### src/hw/lmr_map.svh
// Register map, field positions and reset values of the line monitor readout
`ifndef LMR_MAP_SVH
`define LMR_MAP_SVH
// ==========================================
// Register indices (byte address is index times four)
`define LMR_IDX_LOOP_VOLT  7'h4e
`define LMR_IDX_LOOP_CURR  7'h4f
`define LMR_IDX_TIP_VOLT   7'h50
`define LMR_IDX_RING_VOLT  7'h51
`define LMR_IDX_BAT_VOLT_A 7'h52
`define LMR_IDX_BAT_VOLT_B 7'h53
`define LMR_IDX_TR1_CURR   7'h54
`define LMR_IDX_TR2_CURR   7'h55
`define LMR_IDX_TR3_CURR   7'h56
`define LMR_IDX_TR4_CURR   7'h57
`define LMR_IDX_CTRL       7'h60
`define LMR_IDX_STATUS     7'h61
// ==========================================
// Address decode
`define LMR_IDX_LSB        2
`define LMR_IDX_MSB        8
// ==========================================
// Fields
`define LMR_NUM_CH         10
`define LMR_SIGN_BIT       6
`define LMR_MAG_W          6
`define LMR_CODE_W         8
`define LMR_CTRL_EXT_BIT   0
`define LMR_STAT_OVR_LSB   16
// ==========================================
// Reset values
`define LMR_MEAS_RESET     8'h00
`define LMR_CTRL_RESET     1'b0
`endif

### src/hw/lmr_pkg.sv
// Types shared by the line monitor readout modules
package lmr_pkg;
	// Bus response state
	typedef enum logic [0:0]
	{
		LMR_ST_IDLE = 1'b0,
		LMR_ST_ACK  = 1'b1
	} lmr_apb_st_t;
	// One measurement code
	typedef logic [7:0] lmr_code_t;
	// One bit per measurement channel
	typedef logic [9:0] lmr_chmask_t;
	// Loop magnitude field
	typedef logic [5:0] lmr_mag_t;
endpackage : lmr_pkg

### src/hw/lmr_meas_if.sv
// Carrier between the top and one measurement holding register
`timescale 1ns/1ps
interface lmr_meas_if #(
	parameter int W = 8
);
	logic [W-1:0] code;
	logic         load;
	logic [W-1:0] value;
	modport src (output code, output load, input value);
	modport dst (input code, input load, output value);
endinterface : lmr_meas_if

### src/hw/lmr_line_monitor_readout.sv
// Line monitor readout: measurement registers behind an APB slave
//
// Behaviour
// - Loop voltage bit 6 is 0 when tip is above ring and 1 when below, and bit 7 reads zero.
// - Loop voltage bits 5:0 hold the unsigned loop voltage magnitude in 1.5 V steps to 94.5 V.
// - Loop current bit 6 is 0 for forward and 1 for reverse flow, and bit 7 reads zero.
// - Loop current bits 5:0 hold the unsigned current magnitude in 1.25 mA steps to 78.75 mA.
// - The tip register shows the running 8-bit tip voltage code, 0x00 at 0 V to 0xff at -95.88 V.
// - The ring register shows the running 8-bit ring voltage code on the same scale as tip.
// - Two registers each show the running 8-bit battery voltage code on that same scale.
// - Transistor 1 and 2 registers show running 8-bit current codes up to 81.35 mA.
// - With extended battery feed enabled, transistor 1 and 2 readings exclude its offset current.
// - Transistor 3 and 4 registers show running 8-bit current codes up to 9.59 mA.
`timescale 1ns/1ps
`include "lmr_map.svh"
module lmr_line_monitor_readout #(
	parameter int ADDR_W = 12
) (
	input  wire logic              clk_sys,
	input  wire logic              sys_rst,
	// APB slave
	input  wire logic              psel,
	input  wire logic              penable,
	input  wire logic              pwrite,
	input  wire logic [ADDR_W-1:0] paddr,
	input  wire logic [31:0]       pwdata,
	input  wire logic [3:0]        pstrb,
	output logic      [31:0]       prdata,
	output logic                   pready,
	output logic                   pslverr,
	// Loop voltage converter
	input  wire logic              loop_volt_sign,
	input  wire lmr_pkg::lmr_mag_t loop_volt_magnitude,
	input  wire logic              loop_volt_valid,
	// Loop current converter
	input  wire logic              loop_curr_direction,
	input  wire lmr_pkg::lmr_mag_t loop_curr_magnitude,
	input  wire logic              loop_curr_valid,
	// Tip, ring and battery converters
	input  wire lmr_pkg::lmr_code_t tip_volt_code,
	input  wire logic              tip_volt_valid,
	input  wire lmr_pkg::lmr_code_t ring_volt_code,
	input  wire logic              ring_volt_valid,
	input  wire lmr_pkg::lmr_code_t battery_volt_code_a,
	input  wire logic              battery_volt_valid_a,
	input  wire lmr_pkg::lmr_code_t battery_volt_code_b,
	input  wire logic              battery_volt_valid_b,
	// Transistor current converters
	input  wire lmr_pkg::lmr_code_t transistor1_curr_code,
	input  wire logic              transistor1_curr_valid,
	input  wire lmr_pkg::lmr_code_t transistor2_curr_code,
	input  wire logic              transistor2_curr_valid,
	input  wire lmr_pkg::lmr_code_t transistor3_curr_code,
	input  wire logic              transistor3_curr_valid,
	input  wire lmr_pkg::lmr_code_t transistor4_curr_code,
	input  wire logic              transistor4_curr_valid,
	// Extended battery feed
	input  wire lmr_pkg::lmr_code_t extended_feed_offset_current,
	output logic                   extended_battery_feed_enable
);
	import lmr_pkg::*;

	// ==========================================
	// Elaboration checks
	generate
		if (ADDR_W < `LMR_IDX_MSB + 1 || ADDR_W > 32)
		begin : g_bad_addr
			$error("lmr_line_monitor_readout: ADDR_W out of range");
		end
	endgenerate
	// Channel range and status layout must match the map constants
	generate
		if (`LMR_IDX_TR4_CURR - `LMR_IDX_LOOP_VOLT + 1 != `LMR_NUM_CH
			|| `LMR_STAT_OVR_LSB + `LMR_NUM_CH > 32)
		begin : g_bad_map
			$error("lmr_line_monitor_readout: map constants disagree");
		end
	endgenerate

	// ==========================================
	// Declarations
	lmr_apb_st_t state_r;
	lmr_apb_st_t state_nxt;
	logic [31:0] prdata_r;
	logic [31:0] prdata_nxt;
	logic        pready_r;
	logic        pready_nxt;
	logic        pslverr_r;
	logic        pslverr_nxt;
	logic        ext_feed_r;
	logic        ext_feed_nxt;
	lmr_chmask_t fresh_r;
	lmr_chmask_t fresh_nxt;
	lmr_chmask_t ovr_r;
	lmr_chmask_t ovr_nxt;

	lmr_code_t   ch_code  [`LMR_NUM_CH];
	logic        ch_load  [`LMR_NUM_CH];
	lmr_code_t   ch_value [`LMR_NUM_CH];
	lmr_code_t   tr1_net;
	lmr_code_t   tr2_net;

	logic [31:0] addr_ext;
	logic [6:0]  acc_idx;
	logic        hi_zero;
	logic        aligned;
	logic        is_meas;
	logic        is_ctrl;
	logic        is_stat;
	logic        mapped;
	logic [6:0]  meas_off;
	logic [3:0]  meas_sel;
	logic        access;
	logic        ack_fire;
	logic        wr_fire;
	logic        rd_fire;
	logic        ctrl_wr;
	logic        stat_wr;
	lmr_chmask_t rd_clear;
	lmr_chmask_t ovr_clear;
	lmr_chmask_t ch_load_vec;
	logic [31:0] meas_rd;
	logic [31:0] ctrl_rd;
	logic [31:0] stat_rd;
	logic [31:0] rd_data;

	// ==========================================
	// Extended feed offset removal
	// Offset leaves the reading only while the feed is enabled
	// The correction is applied as a sample loads, so toggling the enable
	// leaves held values alone until the next conversion arrives
	// Saturation keeps a reading below the offset at zero, not wrapped
	lmr_offset_sub #(
		.W      (`LMR_CODE_W)
	) u_tr1_sub (
		.raw    (transistor1_curr_code),
		.offset (extended_feed_offset_current),
		.enable (ext_feed_r),
		.result (tr1_net)
	);

	lmr_offset_sub #(
		.W      (`LMR_CODE_W)
	) u_tr2_sub (
		.raw    (transistor2_curr_code),
		.offset (extended_feed_offset_current),
		.enable (ext_feed_r),
		.result (tr2_net)
	);

	// ==========================================
	// Channel codes, in register order
	// Loop fields: top bit forced low, sign above the magnitude
	assign ch_code[0] = {1'b0, loop_volt_sign, loop_volt_magnitude};
	assign ch_code[1] = {1'b0, loop_curr_direction, loop_curr_magnitude};
	assign ch_code[2] = tip_volt_code;
	assign ch_code[3] = ring_volt_code;
	assign ch_code[4] = battery_volt_code_a;
	assign ch_code[5] = battery_volt_code_b;
	assign ch_code[6] = tr1_net;
	assign ch_code[7] = tr2_net;
	assign ch_code[8] = transistor3_curr_code;
	assign ch_code[9] = transistor4_curr_code;

	// Converter strobes; the bus never drives these
	// A strobe may arrive every cycle; each one simply replaces the code
	assign ch_load[0] = loop_volt_valid;
	assign ch_load[1] = loop_curr_valid;
	assign ch_load[2] = tip_volt_valid;
	assign ch_load[3] = ring_volt_valid;
	assign ch_load[4] = battery_volt_valid_a;
	assign ch_load[5] = battery_volt_valid_b;
	assign ch_load[6] = transistor1_curr_valid;
	assign ch_load[7] = transistor2_curr_valid;
	assign ch_load[8] = transistor3_curr_valid;
	assign ch_load[9] = transistor4_curr_valid;

	// ==========================================
	// Holding registers, one per channel
	genvar g;
	generate
		for (g = 0; g < `LMR_NUM_CH; g++)
		begin : g_ch
			lmr_meas_if #(.W(`LMR_CODE_W)) mif ();
			assign mif.code       = ch_code[g];
			assign mif.load       = ch_load[g];
			assign ch_value[g]    = mif.value;
			assign ch_load_vec[g] = ch_load[g];
			lmr_sense_reg #(
				.W       (`LMR_CODE_W)
			) u_reg (
				.clk_sys (clk_sys),
				.sys_rst (sys_rst),
				.meas    (mif.dst)
			);
		end
	endgenerate

	// ==========================================
	// Address decode
	// Unaligned or out of range addresses answer with an error
	// Byte address is the register index times four
	assign addr_ext = 32'(paddr);
	assign acc_idx  = addr_ext[`LMR_IDX_MSB:`LMR_IDX_LSB];
	assign hi_zero  = ~|addr_ext[31:`LMR_IDX_MSB+1];
	assign aligned  = (addr_ext[1:0] == 2'b00);
	assign meas_off = acc_idx - `LMR_IDX_LOOP_VOLT;
	assign meas_sel = meas_off[3:0];
	assign is_meas  = hi_zero & aligned
		& (acc_idx >= `LMR_IDX_LOOP_VOLT)
		& (acc_idx <= `LMR_IDX_TR4_CURR);
	assign is_ctrl  = hi_zero & aligned & (acc_idx == `LMR_IDX_CTRL);
	assign is_stat  = hi_zero & aligned & (acc_idx == `LMR_IDX_STATUS);
	assign mapped   = is_meas | is_ctrl | is_stat;

	// ==========================================
	// Transfer qualifiers
	// First access cycle is taken; the ack edge commits a write
	assign access   = psel & penable & (state_r == LMR_ST_IDLE);
	assign ack_fire = psel & penable & (state_r == LMR_ST_ACK);
	assign wr_fire  = ack_fire & pwrite;
	// A read acts on the edge that captures its data, so the data and
	// the fresh flag it clears always describe the same sample
	assign rd_fire  = access & ~pwrite;
	// Only lane 0 carries control bits
	assign ctrl_wr  = wr_fire & is_ctrl & pstrb[0];
	assign stat_wr  = wr_fire & is_stat;

	// ==========================================
	// Read data
	// Narrow registers sit in the low byte, upper bits read zero
	assign meas_rd  = is_meas ? {24'h000000, ch_value[meas_sel]} : 32'h00000000;
	assign ctrl_rd  = {31'h00000000, ext_feed_r};
	assign stat_rd  = {6'h00, ovr_r, 6'h00, fresh_r};
	assign rd_data  = is_meas ? meas_rd
		: (is_ctrl ? ctrl_rd
		: (is_stat ? stat_rd : 32'h00000000));

	// ==========================================
	// Bus response
	// Data is captured on the first access edge and shown for one cycle;
	// the fixed wait state keeps the read path a single register stage
	// Unmapped places answer with an error and zero data, never a hang
	always_comb
	begin
		state_nxt   = state_r;
		prdata_nxt  = prdata_r;
		pready_nxt  = 1'b0;
		pslverr_nxt = 1'b0;
		case (state_r)
			LMR_ST_IDLE:
			begin
				if (access)
				begin
					state_nxt   = LMR_ST_ACK;
					pready_nxt  = 1'b1;
					pslverr_nxt = ~mapped;
					prdata_nxt  = (mapped & ~pwrite) ? rd_data : 32'h00000000;
				end
			end
			LMR_ST_ACK:
			begin
				state_nxt  = LMR_ST_IDLE;
				prdata_nxt = 32'h00000000;
			end
			default:
			begin
				state_nxt  = LMR_ST_IDLE;
				prdata_nxt = 32'h00000000;
			end
		endcase
	end

	// Bus registers
	always_ff @(posedge clk_sys)
	begin
		if (sys_rst)
		begin
			state_r   <= LMR_ST_IDLE;
			prdata_r  <= 32'h00000000;
			pready_r  <= 1'b0;
			pslverr_r <= 1'b0;
		end
		else
		begin
			state_r   <= state_nxt;
			prdata_r  <= prdata_nxt;
			pready_r  <= pready_nxt;
			pslverr_r <= pslverr_nxt;
		end
	end

	// ==========================================
	// Control register
	// Measurement writes fall through here with no effect
	assign ext_feed_nxt = ctrl_wr ? pwdata[`LMR_CTRL_EXT_BIT] : ext_feed_r;

	always_ff @(posedge clk_sys)
	begin
		if (sys_rst)
			ext_feed_r <= `LMR_CTRL_RESET;
		else
			ext_feed_r <= ext_feed_nxt;
	end

	// ==========================================
	// Fresh and overrun flags
	// A sample in the clearing cycle wins, so no update goes unseen
	// Overrun only counts loads that overwrite a sample nobody has read;
	// software clears it by writing ones, and a new overrun still wins
	generate
		for (g = 0; g < `LMR_NUM_CH; g++)
		begin : g_flag
			assign rd_clear[g]  = rd_fire & is_meas & (meas_sel == 4'(g));
			assign ovr_clear[g] = stat_wr & pwdata[`LMR_STAT_OVR_LSB + g];
			assign fresh_nxt[g] = ch_load_vec[g] | (fresh_r[g] & ~rd_clear[g]);
			assign ovr_nxt[g]   = (ch_load_vec[g] & fresh_r[g] & ~rd_clear[g])
				| (ovr_r[g] & ~ovr_clear[g]);
		end
	endgenerate

	always_ff @(posedge clk_sys)
	begin
		if (sys_rst)
		begin
			fresh_r <= '0;
			ovr_r   <= '0;
		end
		else
		begin
			fresh_r <= fresh_nxt;
			ovr_r   <= ovr_nxt;
		end
	end

	// ==========================================
	// Outputs, each straight from a flop
	// No logic after these flops, so outputs change only on clock edges
	assign prdata                       = prdata_r;
	assign pready                       = pready_r;
	assign pslverr                      = pslverr_r;
	assign extended_battery_feed_enable = ext_feed_r;

endmodule : lmr_line_monitor_readout

### src/hw/lmr_sense_reg.sv
// Holding register for one measurement channel
`timescale 1ns/1ps
`include "lmr_map.svh"
module lmr_sense_reg #(
	parameter int W = 8
) (
	input  wire logic clk_sys,
	input  wire logic sys_rst,
	lmr_meas_if.dst   meas
);
	import lmr_pkg::*;
	logic [W-1:0] value_r;
	logic [W-1:0] value_nxt;
	generate
		if (W < 1 || W > 32)
		begin : g_bad_w
			$error("lmr_sense_reg: W out of range");
		end
	endgenerate
	// New code replaces the held one on its strobe only
	assign value_nxt  = meas.load ? meas.code : value_r;
	assign meas.value = value_r;
	// Holding register
	always_ff @(posedge clk_sys)
	begin
		if (sys_rst)
			value_r <= W'(`LMR_MEAS_RESET);
		else
			value_r <= value_nxt;
	end
endmodule : lmr_sense_reg

### src/hw/lmr_offset_sub.sv
// Removes the extended feed offset from a transistor current code
`timescale 1ns/1ps
module lmr_offset_sub #(
	parameter int W = 8
) (
	input  wire logic [W-1:0] raw,
	input  wire logic [W-1:0] offset,
	input  wire logic         enable,
	output wire logic [W-1:0] result
);
	logic [W:0] diff;
	logic       under;
	generate
		if (W < 1 || W > 31)
		begin : g_bad_w
			$error("lmr_offset_sub: W out of range");
		end
	endgenerate
	// Saturate at zero so a small reading never wraps to full scale
	assign diff   = {1'b0, raw} - {1'b0, offset};
	assign under  = diff[W];
	assign result = !enable ? raw : (under ? '0 : diff[W-1:0]);
endmodule : lmr_offset_sub

### config.mk
export PLATFORM = sky130hd
export DESIGN_NAME = lmr_line_monitor_readout
export DESIGN_NICKNAME = d
export VERILOG_FILES = /design/src/hw/lmr_pkg.sv /design/src/hw/lmr_meas_if.sv /design/src/hw/lmr_line_monitor_readout.sv /design/src/hw/lmr_sense_reg.sv /design/src/hw/lmr_offset_sub.sv
export VERILOG_INCLUDE_DIRS = /design/src /design/src/hw
export SDC_FILE = /design/constraint.sdc
export NUM_CORES = 1
export LEC_CHECK = 0
export ABC_CLOCK_PERIOD_IN_PS = 5200
export BUFFER_PORTS_ARGS = -buffer_cell sky130_fd_sc_hd__buf_2
export CELL_PAD_IN_SITES_DETAIL_PLACEMENT = 1
export CELL_PAD_IN_SITES_GLOBAL_PLACEMENT = 1
export CORE_MARGIN = 2
export CORE_UTILIZATION = 40
export DETAILED_ROUTE_END_ITERATION = 8
export GPL_TIMING_DRIVEN = 0
export PLACE_DENSITY_LB_ADDON = 0.12
export SLEW_MARGIN = 20
export SYNTH_ARGS = -nofsm -noshare
export SYNTH_HDL_FRONTEND = slang
export SYNTH_SLANG_ARGS = --single-unit
### constraint.sdc
create_clock -name clk_sys -period 5.2 [get_ports clk_sys]
set_input_delay 0.78 -clock clk_sys [delete_from_list [all_inputs] [get_ports clk_sys]]
set_output_delay 0.78 -clock clk_sys [all_outputs]
set_load 0.02 [all_outputs]
==> flow_summary.yaml <==
setup_path:
  r2r_end: "fresh_r[7]$_SDFF_PP0_"
  r2r_setup_slack_ns: 3.20
  cp.required_ns: 5.52
  slowest_delay_ns: 0.59
  path_depth: 8
  cp_max_fo: 10
  crit_buf_inv: 2
  cp_top_family: "compound AO/OA/AOI/OAI gates"
  r2r_start: "state_r$_SDFF_PP0_"
  crit_chain: "buf_2 -> ha_1 -> xnor2_1 -> clkbuf_1 -> nand2_1 -> a21oi_1 -> o21ai_0 -> a221oi_1"
  cp-start-kind: "input pin"
  rr_worst_depth: 6
  cpMaxStageDelayCell: "xnor2_1"
  crit_path_end_kind: "register"
  cp.arrival_ns: 3.02
  path_class: "input pin to register"
global_routing:
  grt_overflow_total: 0
  grt_max_degree: 17
  antenna_found_initial: 0
  grt_use_total_pct: 24.9
  grt_pass1_vias: 5914
  grt_pass1_wl_microns: 31200
hold_path:
  worstHoldStart: "g_ch[6].u_reg.meas.value[1]$_SDFFE_PP0P_"
  holdPathEnd: "g_ch[6].u_reg.meas.value[1]$_SDFFE_PP0P_"
  hold_path_class: "register to register"
  whs_path_depth: 2
power_and_ir_drop:
  p_total_mw: 2.48
  p_leak_nw: 3.42
  power_density_nw_per_um2: 324
  ir_drop_mv: 0.236
die:
  ios: 184
  die_area_sq_um: 16400
  design.core.area_sq_um: 15100
  initial_core_util_pct: 40.7
  num_rows: 45
  dieHeight_microns: 128
  die_width_microns: 128
timing:
  max_freq_mhz: 370
  period_share_pct: 51.9
  min_period_ns: 2.70
  final_max_slew_viol_count: 0
  finalHoldViolCount: 0
  setup_slack_ns: 2.50
  finalSetupViolCount: 0
  fin_skew_ns: 0.0110
  final.setup.tns_ns: 0
  tightest_slew_ns: 0.874
  rsz0062_at_grt: "no"
  slew-limit-headroom_pct: 41.7
yosys:
  synth_cells: 661
  synth-main-ff-cell: "dfxtp_1"
  synth.largest_area_cell: "dfxtp_1"
  synth_seq_cells: 121
  avgSynthCellArea_sq_um: 9.29
  ys_seq_area_share_pct: 39.5
  yosys_warnings: 0
  synth_cell_types: 55
  synthTopCellsByCount: "dfxtp_1 (121), nor2_1 (104), mux2i_1 (66)"
  synth_area_leaders: "dfxtp_1 (39%), mux2i_1 (11%), nor2_1 (6.4%)"
  synth_top_area_share_pct: 39.5
  syn_area_sq_um: 6140
  synth_edf_count: 0
  yosysMostFrequentCell: "dfxtp_1"
  async_flop_share_pct: 0
cells_and_area:
  post-route-util_pct: 50.7
  syn2layout_area_growth_pct: 24.7
  layout.nets: 996
  drive_gt1_share_pct: 25.3
  antenna_cells: 0
  num-fill-cells: 1820
status:
  status: "finished clean"
place:
  dp_slack_ns: 2.12
  port_buffers: 137
  dp_hpwl_microns: 15500
  place.gp.congestion: 0.907
job:
  drv_cap: 0
detailed_routing:
  dr.pass1.iters: 4
  first_iter_violations: 226
  post_drt_wl_per_cell_microns: 19.2
  dr_total_vias: 5596
  routed_wl_microns: 19700
  drtAntennaViolNets: 0
  vias_per_cell: 5.44
  drc: 0
clocking:
  path_clk_slew_ns: 0.05
  cts-resized-gates: 0
  clockBufferDepth: 2
  clk_latency_ns: 0.42
  htreeDepth: 4
  cts_hold_buf: 0
  cts_setup_buffers: 0
  clock-sinks: 121
  cts_buffers: 17
  cts_tree: "done"
  root_buffer: "clkbuf_16"
-- worst max-delay path by stage --
stage / start / to
2_1_floorplan: transistor2_curr_code[0] / g_ch[7].u_reg.meas.value[0]$_SDFFE_PP0P_
3_3_place_gp: transistor2_curr_code[0] / g_ch[7].u_reg.meas.value[1]$_SDFFE_PP0P_
3_5_place_dp: transistor1_curr_code[0] / g_ch[6].u_reg.meas.value[3]$_SDFFE_PP0P_
4_1_cts: transistor1_curr_code[0] / g_ch[6].u_reg.meas.value[3]$_SDFFE_PP0P_
5_1_grt: paddr[3] / prdata[6]$_SDFFE_PP0P_
6_report: paddr[3] / prdata[6]$_SDFFE_PP0P_
-- flip-flops by register name, summed over array words and instances, names as in the netlist --
name / count
g_ch.u_reg.meas.value: 78
prdata: 20
fresh_r: 10
ovr_r: 10
extended_battery_feed_enable: 1
pslverr: 1
state_r: 1
-- power breakdown --
group	switching [mW]	internal (mW)
clock network	0.421	0.690
registers	0.0288	0.978
logic	0.202	0.159
total	0.652	1.83
-- area by class of cell --
cell class,instances,area [sq um],area share [%]
Timing Repair Buffer,137,686,8.96
Sequential cell,121,2420,31.7
Clock inverter,8,70.1,0.916
Tap cell,188,235,3.07
Multi-Input combinational cell,472,3400,44.4
Clock buffer,24,482,6.29
Inverter,27,101,1.32
Buffer,52,259,3.38
-- stage by stage --
stage / std cells / area, sq um / hold slack [ns]
global route: 1029 / 7650 / 0.506
floorplan: 672 / 6180 / 0.450
global placement: 997 / 7100 / 0.466
CTS: 1029 / 7650 / 0.481
detailed placement: 997 / 7100 / 0.470
finish: 1029 / 7650 / 0.478
-- worst reg2reg max path: stages, from the launching register on --
cell and delay [ns]:
dfxtp_1 0.34, nand4bb_1 0.17, clkbuf_1 0.25, nor3_2 0.32, inv_1 0.13, o41ai_1 0.51, a21oi_1 0.14
-- layout by cell type, fill, tap and decap left out, types with 4 or more instances in the layout --
cell	Yosys	final
buf_2	3	140
dfxtp_1	121	121
nor2_1	104	104
mux2i_1	66	66
clkbuf_1	30	34
a21oi_1	27	27
inv_1	25	25
nand2_1	24	24
o21ai_0	23	23
nand3_1	21	21
ha_1	17	17
clkbuf_16	0	17
o31ai_1	16	16
a221oi_1	16	16
buf_4	16	16
nor3_1	15	15
mux4_2	15	15
nand3b_1	13	13
a22oi_1	13	13
conb_1	1	12
xnor2_1	8	8
a21o_1	7	7
mux2_2	7	7
nand2b_1	6	6
and3_1	6	6
a21boi_0	5	5
clkinv_2	0	5
o21ba_2	4	4
a31oi_1	4	4
-- per-layer routing --
layer | vias up | global-route usage (%) | part of all wire [%]
met5 | - | 0 | 0
met4 | 0 | 9.89 | 2.5
met3 | 34 | 4.13 | 4.3
met2 | 146 | 43.7 | 50
met1 | 2710 | 30.5 | 43
li1 | 2706 | - | -
-- cell families (layout without fill, tap and decap cells) --
logic type | Yosys count | count (layout) | share of synthesized area (%)
and+or+nand+nor | 205 | 205 | 15.8
other | 1 | 12 | 0.0611
buffers and inverters | 79 | 248 | 5.87
adders and majority gates | 19 | 19 | 4.12
DFF | 121 | 121 | 39.5
muxes | 88 | 88 | 17.5
xor gates and xnor gates | 11 | 11 | 1.57
AOI/OAI and AO/OA | 137 | 137 | 15.5
Power figures use the tool's default switching activity.
